===== config.mk =====
export PLATFORM = sky130hd
export DESIGN_NAME = ifd_decoder
export DESIGN_NICKNAME = d
export VERILOG_FILES = /design/src/ifd_decoder.v
export VERILOG_INCLUDE_DIRS = /design/src
export SDC_FILE = /design/constraint.sdc
export NUM_CORES = 1
export LEC_CHECK = 0
export BUFFER_PORTS_ARGS = -buffer_cell sky130_fd_sc_hd__buf_4
export CORE_UTILIZATION = 35
export CTS_CLUSTER_DIAMETER = 200
export CTS_CLUSTER_SIZE = 24
export DETAILED_ROUTE_END_ITERATION = 7
export SYNTH_ARGS = -nofsm -noshare
export SYNTH_HDL_FRONTEND = slang
export SYNTH_SLANG_ARGS = --single-unit

===== constraint.sdc =====
create_clock -name mclk_in -period 15.2 [get_ports mclk_in]
set_input_delay 1.52 -clock mclk_in [delete_from_list [all_inputs] [get_ports mclk_in]]
set_output_delay 1.52 -clock mclk_in [all_outputs]
set_load 0.005 [all_outputs]

===== src/ifd_map.vh =====
`ifndef IFD_MAP_VH
`define IFD_MAP_VH

// ****************************************************************
// stream geometry
// ****************************************************************
`define IFD_NUM_INST      5
`define IFD_NUM_DEC       4
`define IFD_CLASS_W       3
`define IFD_FORM_W        3
`define IFD_COND_W        4
`define IFD_IDX_W         3
`define IFD_CNT_W         2

// ****************************************************************
// instruction classes from predecode
// ****************************************************************
`define IFD_CLS_ALU       3'h0
`define IFD_CLS_CMP       3'h1
`define IFD_CLS_TEST      3'h2
`define IFD_CLS_STORE     3'h3
`define IFD_CLS_LDJMP     3'h4
`define IFD_CLS_RETURN    3'h5
`define IFD_CLS_JCC       3'h6
`define IFD_CLS_OTHER     3'h7

// ****************************************************************
// operand forms (first operand first)
// ****************************************************************
`define IFD_FORM_RR       3'h0
`define IFD_FORM_RI       3'h1
`define IFD_FORM_RM       3'h2
`define IFD_FORM_MR       3'h3
`define IFD_FORM_MI       3'h4
`define IFD_FORM_M        3'h5
`define IFD_FORM_NONE     3'h6

// ****************************************************************
// branch condition codes
// ****************************************************************
`define IFD_CC_BELOW      4'h2
`define IFD_CC_NOT_BELOW  4'h3
`define IFD_CC_EQUAL      4'h4
`define IFD_CC_NOT_EQUAL  4'h5
`define IFD_CC_BELOW_EQ   4'h6
`define IFD_CC_ABOVE      4'h7

// ****************************************************************
// reset values
// ****************************************************************
`define IFD_RST_VALID     4'h0
`define IFD_RST_CNT       2'h0
`define IFD_RST_CLS       3'h0
`define IFD_RST_CC        4'h0
`define IFD_RST_IDX       3'h0
`define IFD_RST_FLAGS     4'h0

`endif


===== src/ifd_decoder.v =====
`timescale 1ns/100ps
`include "ifd_map.vh"

module ifd_decoder (
	input  wire        mclk_in,
	input  wire        rst_n_in,
	input  wire        mode64_in,
	input  wire [4:0]  inst_valid_in,
	input  wire [14:0] inst_class_in,
	input  wire [14:0] inst_form_in,
	input  wire [19:0] inst_cond_in,
	input  wire [4:0]  inst_iprel_in,
	input  wire        uop_ready_in,
	output wire [2:0]  take_count_out,
	output reg  [3:0]  uop_valid_out,
	output reg  [11:0] uop_class_out,
	output reg  [15:0] uop_cond_out,
	output reg  [11:0] uop_src_idx_out,
	output reg  [7:0]  uop_fused_cnt_out,
	output reg  [7:0]  uop_unfused_cnt_out,
	output reg  [3:0]  uop_micro_fused_out,
	output reg  [3:0]  uop_macro_fused_out
);

	// ****************************************************************
	// decode functions
	// ****************************************************************
	function has_mem;
		input [2:0] form;
		begin
			has_mem = (form == `IFD_FORM_RM) || (form == `IFD_FORM_MR) ||
				(form == `IFD_FORM_MI) || (form == `IFD_FORM_M);
		end
	endfunction

	// ip-relative memory access that cannot be micro-fused
	function iprel_split;
		input [2:0] cls;
		input [2:0] form;
		input       iprel;
		begin
			iprel_split = iprel && has_mem(form) &&
				((form == `IFD_FORM_MI) || (cls == `IFD_CLS_LDJMP));
		end
	endfunction

	// micro-ops as executed, before fusion
	function [1:0] unfused_cnt;
		input [2:0] cls;
		input [2:0] form;
		begin
			if (cls == `IFD_CLS_STORE) begin
				unfused_cnt = 2'h2;
			end else if (cls == `IFD_CLS_RETURN) begin
				unfused_cnt = 2'h2;
			end else if (has_mem(form)) begin
				unfused_cnt = 2'h2;
			end else begin
				unfused_cnt = 2'h1;
			end
		end
	endfunction

	// micro-fusion eligibility
	function micro_ok;
		input [2:0] cls;
		input [2:0] form;
		input       iprel;
		begin
			case (cls)
				`IFD_CLS_STORE:  micro_ok = 1'b1;
				`IFD_CLS_ALU:    micro_ok = has_mem(form);
				`IFD_CLS_LDJMP:  micro_ok = has_mem(form);
				`IFD_CLS_RETURN: micro_ok = 1'b1;
				`IFD_CLS_CMP:    micro_ok = has_mem(form);
				`IFD_CLS_TEST:   micro_ok = has_mem(form);
				default:         micro_ok = 1'b0;
			endcase
			if (iprel_split(cls, form, iprel))
				micro_ok = 1'b0;
		end
	endfunction

	// branch condition acceptable after the first instruction
	function cond_ok;
		input [2:0] cls;
		input [3:0] cc;
		begin
			if (cls == `IFD_CLS_TEST) begin
				cond_ok = 1'b1;
			end else begin
				// carry and zero flag conditions only
				case (cc)
					`IFD_CC_BELOW:     cond_ok = 1'b1;
					`IFD_CC_NOT_BELOW: cond_ok = 1'b1;
					`IFD_CC_EQUAL:     cond_ok = 1'b1;
					`IFD_CC_NOT_EQUAL: cond_ok = 1'b1;
					`IFD_CC_BELOW_EQ:  cond_ok = 1'b1;
					`IFD_CC_ABOVE:     cond_ok = 1'b1;
					default:           cond_ok = 1'b0;
				endcase
			end
		end
	endfunction

	// macro-fusion eligibility of a pair
	function pair_ok;
		input [2:0] cls_a;
		input [2:0] form_a;
		input       iprel_a;
		input [2:0] cls_b;
		input [3:0] cc_b;
		input       m64;
		reg         form_fit;
		begin
			form_fit = (form_a == `IFD_FORM_RR) ||
				(form_a == `IFD_FORM_RI) ||
				(form_a == `IFD_FORM_RM) || (form_a == `IFD_FORM_MR);
			pair_ok = ((cls_a == `IFD_CLS_CMP) || (cls_a == `IFD_CLS_TEST)) &&
				form_fit && !m64 && (cls_b == `IFD_CLS_JCC) &&
				!iprel_split(cls_a, form_a, iprel_a) &&
				cond_ok(cls_a, cc_b);
		end
	endfunction

	// fused-domain micro-ops of one decoder slot
	function [1:0] fused_cnt;
		input [2:0] cls;
		input [2:0] form;
		input       iprel;
		begin
			// split flow is two separate micro-ops
			if (micro_ok(cls, form, iprel))
				fused_cnt = 2'h1;
			else
				fused_cnt = unfused_cnt(cls, form);
		end
	endfunction

	// one 3-bit field of the per-slot class or form vector
	function [2:0] field3;
		input [14:0] vec;
		input integer i;
		begin
			field3 = vec[i*3 +: 3];
		end
	endfunction

	// one 4-bit condition field of the per-slot vector
	function [3:0] field4;
		input [19:0] vec;
		input integer i;
		begin
			field4 = vec[i*4 +: 4];
		end
	endfunction

	// ****************************************************************
	// slot allocation
	// ****************************************************************
	reg  [3:0]  valid_nxt;
	reg  [11:0] class_nxt;
	reg  [15:0] cond_nxt;
	reg  [11:0] idx_nxt;
	reg  [7:0]  fcnt_nxt;
	reg  [7:0]  ucnt_nxt;
	reg  [3:0]  micro_nxt;
	reg  [3:0]  macro_nxt;
	reg  [2:0]  take_nxt;
	reg  [2:0]  cls_p;
	reg  [2:0]  form_p;
	reg         iprel_p;
	reg         stop;
	reg         pair_used;
	reg         fuse;
	integer     p;
	integer     d;

	always @* begin
		valid_nxt = 4'h0;
		class_nxt = 12'h000;
		cond_nxt  = 16'h0000;
		idx_nxt   = 12'h000;
		fcnt_nxt  = 8'h00;
		ucnt_nxt  = 8'h00;
		micro_nxt = 4'h0;
		macro_nxt = 4'h0;
		cls_p     = 3'h0;
		form_p    = 3'h0;
		iprel_p   = 1'b0;
		stop      = 1'b0;
		pair_used = 1'b0;
		fuse      = 1'b0;
		p         = 0;
		// identical logic in every decoder slot, except that slot zero skips the split-flow stop
		for (d = 0; d < `IFD_NUM_DEC; d = d + 1) begin
			if (p >= `IFD_NUM_INST)
				stop = 1'b1;
			else if (!inst_valid_in[p])
				stop = 1'b1;
			if (!stop) begin
				cls_p   = field3(inst_class_in, p);
				form_p  = field3(inst_form_in, p);
				iprel_p = inst_iprel_in[p];
				// split flow waits for decoder zero
				if ((d != 0) && iprel_split(cls_p, form_p, iprel_p))
					stop = 1'b1;
			end
			if (!stop) begin
				fuse = 1'b0;
				if (!pair_used && (p < `IFD_NUM_INST - 1)) begin
					if (inst_valid_in[p+1])
						fuse = pair_ok(cls_p, form_p, iprel_p,
							field3(inst_class_in, p + 1),
							field4(inst_cond_in, p + 1), mode64_in);
				end
				valid_nxt[d]          = 1'b1;
				class_nxt[d*3 +: 3]   = cls_p;
				idx_nxt[d*3 +: 3]     = p[2:0];
				micro_nxt[d]          = micro_ok(cls_p, form_p, iprel_p);
				ucnt_nxt[d*2 +: 2]    = unfused_cnt(cls_p, form_p);
				fcnt_nxt[d*2 +: 2]    = fused_cnt(cls_p, form_p, iprel_p);
				if (fuse) begin
					macro_nxt[d]       = 1'b1;
					pair_used          = 1'b1;
					cond_nxt[d*4 +: 4] = field4(inst_cond_in, p + 1);
					p                  = p + 2;
				end else begin
					cond_nxt[d*4 +: 4] = field4(inst_cond_in, p);
					p                  = p + 1;
				end
			end
		end
		take_nxt = p[2:0];
	end

	// ****************************************************************
	// combinational take count and output registers
	// ****************************************************************
	// consumed instructions only while downstream accepts
	assign take_count_out = uop_ready_in ? take_nxt : 3'h0;

	always @(posedge mclk_in) begin
		if (!rst_n_in) begin
			uop_valid_out       <= `IFD_RST_VALID;
			uop_class_out       <= {4{`IFD_RST_CLS}};
			uop_cond_out        <= {4{`IFD_RST_CC}};
			uop_src_idx_out     <= {4{`IFD_RST_IDX}};
			uop_fused_cnt_out   <= {4{`IFD_RST_CNT}};
			uop_unfused_cnt_out <= {4{`IFD_RST_CNT}};
			uop_micro_fused_out <= `IFD_RST_FLAGS;
			uop_macro_fused_out <= `IFD_RST_FLAGS;
		end else if (uop_ready_in) begin
			uop_valid_out       <= valid_nxt;
			uop_class_out       <= class_nxt;
			uop_cond_out        <= cond_nxt;
			uop_src_idx_out     <= idx_nxt;
			uop_fused_cnt_out   <= fcnt_nxt;
			uop_unfused_cnt_out <= ucnt_nxt;
			uop_micro_fused_out <= micro_nxt;
			uop_macro_fused_out <= macro_nxt;
		end
	end

endmodule // ifd_decoder


# --- Yosys cells after proc, flatten, opt, wreduce, memory -nomap -nowiden ---
# Index checks and enable logic that the tools add are counted.
# Widths: inputs -> output; s select.
classes:
  addsub: 6
  multipliers: 6
  magnitude_cmp: 12
  eq_ne: 83
  shifts: 15
  mux: 162
  reduce_logical: 109
ops:
  columns: ["operator", "count"]
  rows:
  - ["$shiftx 15x32->3", 9]
  - ["$lt 32x5->1 const B", 6]
  - ["$mul 32x3->32 const B", 6]
  - ["$shiftx 20x32->4", 6]
  - ["$mux 32", 4]
  - ["$add 32x2->32 const B", 3]
  - ["$ge 32x4->1 const B", 3]
  - ["$lt 32x4->1 const B", 3]
  - ["$mux 1", 93]
  - ["$eq 3x3->1 const B", 29]
  - ["$eq 3x2->1 const B", 22]
  - ["$add 32x3->32 const B", 2]
  - ["$eq 4x3->1 const B", 16]
  - ["$mux 3", 18]
  - ["$mux 2", 26]
  - ["$logic_or 1x1->1", 44]
  - ["$logic_and 1x1->1", 37]
  - ["$eq 4x2->1 const B", 8]
  - ["$mux 4", 8]
  - ["$bmux 1 s3", 9]
  - ["$eq 3x1->1 const B", 8]
  - ["$logic_not 3->1", 8]
  - ["$reduce_or 6->1", 4]
  - ["$reduce_or 4->1", 4]
  - ["4 further kinds", 17]
totals:
  ff_bits: 65
  output_inout_bits: 71

# --- Longest topological paths before layout ---
depth:
  word_depth: 75
  mapped_depth: 63
  depth_no_buf: 50

# --- Worst setup path before layout ---
# OpenSTA, ideal clock, no wires.
synth_timing:
  path_kind: "input port to output port"
  start: "input inst_cond_in[7]"
  end: "output take_count_out[2]"
  arrival_ps: 14104
  required_time_ps: 13680
  setup_slack_ps: -424
  cell_stages: 55
  path_cell_list: "clkbuf_1 nor3b_2 a21oi_2 o21ai_4 inv_2 buf_1 clkbuf_1 clkbuf_1 ha_1 mux4_2 a22o_1 mux2_4 a21o_1 or4_4 a2111oi_4 nor2_2 mux2i_4 buf_6 [... 19 more ...] buf_4 buf_2 ha_1 ha_1 fa_1 clkbuf_1 nand3_1 nor3_1 nand2_1 a31oi_1 a211oi_1 a31oi_1 o21ai_0 o31ai_1 a221o_1 clkbuf_1 a22oi_1 a21oi_1"
synth_via:
  elab_chain_cells: 72
  elab_cells_between_ends: 269
  cone_classes: "add/sub (6); mul (6); order compare (6); eq/ne (66); shift (12); mux (93); reduce/logical (80)"
synth_lines:
  columns: ["item", "line", "rtl"]
  rows:
  - ["from (decl)", "ifd_decoder.v:11", "input wire [19:0] inst_cond_in,"]
  - ["parallel branches: the longest is 70 deep, another holds $add 32x2->32", null, null]
  - ["$mux 3 (*)", "ifd_decoder.v:209", "if (!stop) begin"]
  - ["$mux 3 (*)", "ifd_decoder.v:241", "assign take_count_out = uop_ready_in ? take_nxt : 3'h0;"]
  - ["to (decl)", "ifd_decoder.v:14", "output wire [2:0] take_count_out,"]
# Every way passes the cells marked *. The select of a mux whose other input is x is not followed.

# --- Final worst setup path ---
layout_timing:
  start: "input inst_class_in[4]"
  end: "output take_count_out[0]"
layout_via:
  elab_chain_cells: 69
  elab_cells_between_ends: 261
  cone_classes: "add/sub (6); mul (6); order compare (6); eq/ne (61); shift (12); mux (89); reduce/logical (81)"
layout_lines:
  columns: ["item", "line", "rtl"]
  rows:
  - ["from (decl)", "ifd_decoder.v:9", "input wire [14:0] inst_class_in,"]
  - ["parallel branches: the longest is 67 deep, another holds $add 32x2->32", null, null]
  - ["$mux 3 (*)", "ifd_decoder.v:209", null]
  - ["$mux 3 (*)", "ifd_decoder.v:241", null]
# Marked as above.

==> results.py <==
metrics = {
    "status": {
        "run_status": "complete, no violations",
    },
    "floorplanning": {
        "floorplan_row_count": 60,
        "io_pins": 135,
        "fp.dieW_um": 168,
        "die-area_mm2": 0.0281,
        "floorplan.initialDensity": 0.357,
        "design.core.area_mm2": 0.0270,
        "die_y_um": 168,
    },
    "pwr": {
        "total_switching_power_mw": 0.307,
        "power_density_mw_per_mm2": 65.9,
        "max-vdd-ir-drop_uv": 58.2,
        "seqPwrFrac": 0.232,
        "swShare": 0.412,
        "p_clk_frac": 0.275,
        "pwr-share-comb": 0.493,
        "internal_power_mw": 0.438,
        "reported_leakage_power_nw": 4.57,
    },
    "routing": {
        "totalWireLength_mm": 44.2,
        "first_iter_violations": 1284,
        "wl_per_cell_um": 24.9,
        "post-route-drc-count": 0,
        "drt_pre_antenna_iters": 8,
        "detail_route.vias_per_cell": 6.60,
        "antenna_left": 0,
        "via_count": 11700,
    },
    "synth": {
        "synth.distinct_cells": 107,
        "synth_sequential_area_ratio": 0.133,
        "yosys_warn_count": 0,
        "avgSynthCellArea_um2": 7.12,
        "syn_inst": 1351,
        "synth_async_sr_flop_share": 0,
        "dominantRegCellSynth": "sky130_fd_sc_hd__dfxtp_1",
        "netlist_area_mm2": 0.00962,
        "synth_enable_flop_cells": 0,
        "number_of_synthesized_register_bits": 64,
    },
    "sta": {
        "skew_ps": 0,
        "finalSetupViolations": 0,
        "clock.fmax_ghz": 0.0688,
        "worst-slew-pin-transition_ps": 960,
        "finalCritPeriodShare": 0.956,
        "final.setup.worst_slack_ps": 665,
        "timing.setup.tns_ps": 0,
        "max-slew-margin-rel": 0.356,
        "finalHoldWorstSlack_ps": 452,
        "rsz0062_at_grt": "no",
        "period_minus_slack_ps": 14540,
        "finalMaxSlewViolations": 0,
        "hold_viol": 0,
    },
    "worst_setup_path": {
        "crit_path_end_kind": "output port",
        "worst-setup-path-type": "input port to output port",
        "worst_path_max_delay_cell": "sky130_fd_sc_hd__or4_4",
        "crit_top_cell": "sky130_fd_sc_hd__buf_4",
        "worst-path-max-fanout": 16,
        "timing.critical_path.required_ps": 13680,
        "r2r.worst_path.cells": 2,
        "worst-endpoint-arrival_ps": 13020,
        "critical-path-max-stage-delay_ps": 600,
        "critical_path.startpoint_type": "input port",
    },
    "global_route": {
        "antenna_found_initial": 0,
        "first_global_vias": 10900,
        "grt_first_pass_wirelength_mm": 66.8,
        "grt_overflow_total": 0,
        "grt_max_degree": 67,
        "total_routing_usage_reported_by_global_routing": 0.306,
    },
    "final_layout": {
        "layout-drive-gt1-share": 0.205,
        "most_common_library_cell_in_the_layout_ignoring_fill_and_taps": "sky130_fd_sc_hd__buf_4",
        "syn2layout_area_growth_pct": 17.7,
        "antenna_cells": 0,
        "mostFrequentLayoutCells": "sky130_fd_sc_hd__buf_4, sky130_fd_sc_hd__nand2_1, sky130_fd_sc_hd__nor2_1, sky130_fd_sc_hd__a21oi_1",
        "final_net_count": 1529,
    },
    "clock_tree": {
        "post_cts_hold_buffer_count": 0,
        "clk_latency_ps": 320,
        "clkSinkCount": 64,
        "cts-buffers-inserted": 9,
        "ctsLongestPathBuffers": 2,
        "clock_tree.htree_level_count": 3,
        "tritoncts": "yes",
        "clock-root-buffer": "sky130_fd_sc_hd__clkbuf_16",
        "path_clk_slew_ps": 50,
    },
    "place": {
        "place.detailed.hpwl_mm": 32.6,
        "port-buffer-count": 130,
        "gp_routability_congestion": 0.958,
        "placement.setup.worst_slack_ps": -18.6,
    },
    "min_path": {
        "hold_path_class": "flop to flop",
        "hold_depth": 2,
    },
    "job": {
        "drv_cap": 0,
    },
}
==> synthesized netlist by cell type, types with 15 or more instances <==
library cell,number,share of area
sky130_fd_sc_hd__nand2_1,169,0.066
sky130_fd_sc_hd__nor2_1,126,0.049
sky130_fd_sc_hd__a21oi_1,107,0.056
sky130_fd_sc_hd__clkbuf_1,73,0.028
sky130_fd_sc_hd__mux2i_1,73,0.076
sky130_fd_sc_hd__nand3_1,71,0.037
sky130_fd_sc_hd__dfxtp_1,64,0.13
sky130_fd_sc_hd__o21ai_0,59,0.031
sky130_fd_sc_hd__nor3_1,36,0.019
sky130_fd_sc_hd__ha_1,33,0.043
sky130_fd_sc_hd__inv_1,33,0.013
sky130_fd_sc_hd__a31oi_1,28,0.018
sky130_fd_sc_hd__a211oi_1,20,0.016
sky130_fd_sc_hd__mux4_2,20,0.047
sky130_fd_sc_hd__buf_1,17,0.0066
sky130_fd_sc_hd__buf_2,17,0.0088
sky130_fd_sc_hd__o211ai_1,17,0.013
sky130_fd_sc_hd__a21o_1,15,0.012
sky130_fd_sc_hd__a311oi_1,15,0.014
sky130_fd_sc_hd__nand2b_1,15,0.0098
==> worst max-delay path: cells and delay by family <==
| family | cells | cell delay (ps) |
|---|---|---|
| xor gates and xnor gates | 3 | 750 |
| buffers and inverters | 8 | 1520 |
| adders and majority gates | 7 | 2080 |
| muxes | 5 | 1110 |
| and+or+nand+nor | 12 | 2480 |
| AOI/OAI and AO/OA | 16 | 3530 |
==> state kept, by name (all words and copies together) (netlist names) <==
signal and flops:
uop_src_idx_out 8, uop_unfused_cnt_out 8, uop_valid_out 4, uop_macro_fused_out 4, uop_fused_cnt_out 8, uop_micro_fused_out 4
uop_class_out 12, uop_cond_out 16
==> routing by layer <==
layer | up-vias | global-route usage | share of wire
met5 | - | 0 | 0
met4 | 0 | 0.122 | 0.040
met3 | 117 | 0.0501 | 0.095
met2 | 700 | 0.464 | 0.44
met1 | 5625 | 0.429 | 0.42
li1 | 5265 | - | -
==> through the flow <==
step	total power [mW]	util	area (um2)	cells
6_report	0.745	0.420	11300	1773
3_5_place_dp	0.528	0.405	10900	1756
2_1_floorplan	0.415	-	9650	1354
5_1_grt	0.779	0.420	11300	1773
3_3_place_gp	0.530	0.405	10900	1756
4_1_cts	0.734	0.416	11200	1770
==> power groups by stage <==
stage | sequential [mW] | combinational (mW) | clock [mW]
2_1_floorplan | 0.177 | 0.238 | 0
6_report | 0.173 | 0.367 | 0.205
3_5_place_dp | 0.177 | 0.352 | 0
5_1_grt | 0.173 | 0.389 | 0.216
3_3_place_gp | 0.177 | 0.353 | 0
4_1_cts | 0.173 | 0.353 | 0.207
==> cells by family (layout without fill, tap and decap cells) <==
| group | after synthesis | count (layout) | synth area share |
|---|---|---|---|
| other | 1 | 4 | 0.000390 |
| xor gates and xnor gates | 17 | 17 | 0.0155 |
| DFF | 64 | 64 | 0.133 |
| adders and majority gates | 36 | 36 | 0.0492 |
| buffers and inverters | 166 | 244 | 0.0736 |
| AOI/OAI and AO/OA | 443 | 443 | 0.328 |
| muxes | 111 | 111 | 0.147 |
| and+or+nand+nor | 513 | 513 | 0.253 |
==> cell type report <==
type                    instances  area [um2]
flip-flops and latches         64        1280
repair buffers                185        1400
clock buffers                  11         253
multi-input cells            1124        7730
well taps                     341         427
clock inverters                 3        42.5
inverters                      45         175
fillers                      2832       15600
==> worst paths after layout <==
path / endpoint / slack [ps] / from
worst max register to register: uop_fused_cnt_out[4] / 14470 / uop_fused_cnt_out[4]
worst min-delay path: uop_cond_out[14] / 450 / uop_cond_out[14]
worst min register to register: uop_cond_out[14] / 450 / uop_cond_out[14]
worst max-delay path: take_count_out[0] / 660 / inst_class_in[4]
==> timing repair <==
action	CTS	global route
endpoints found under the setup margin	1	3
buffers inserted	0	3
pin swaps	0	3
cloned	0	0
gates resized for setup	1	23
(Power assumes the default switching activity.)
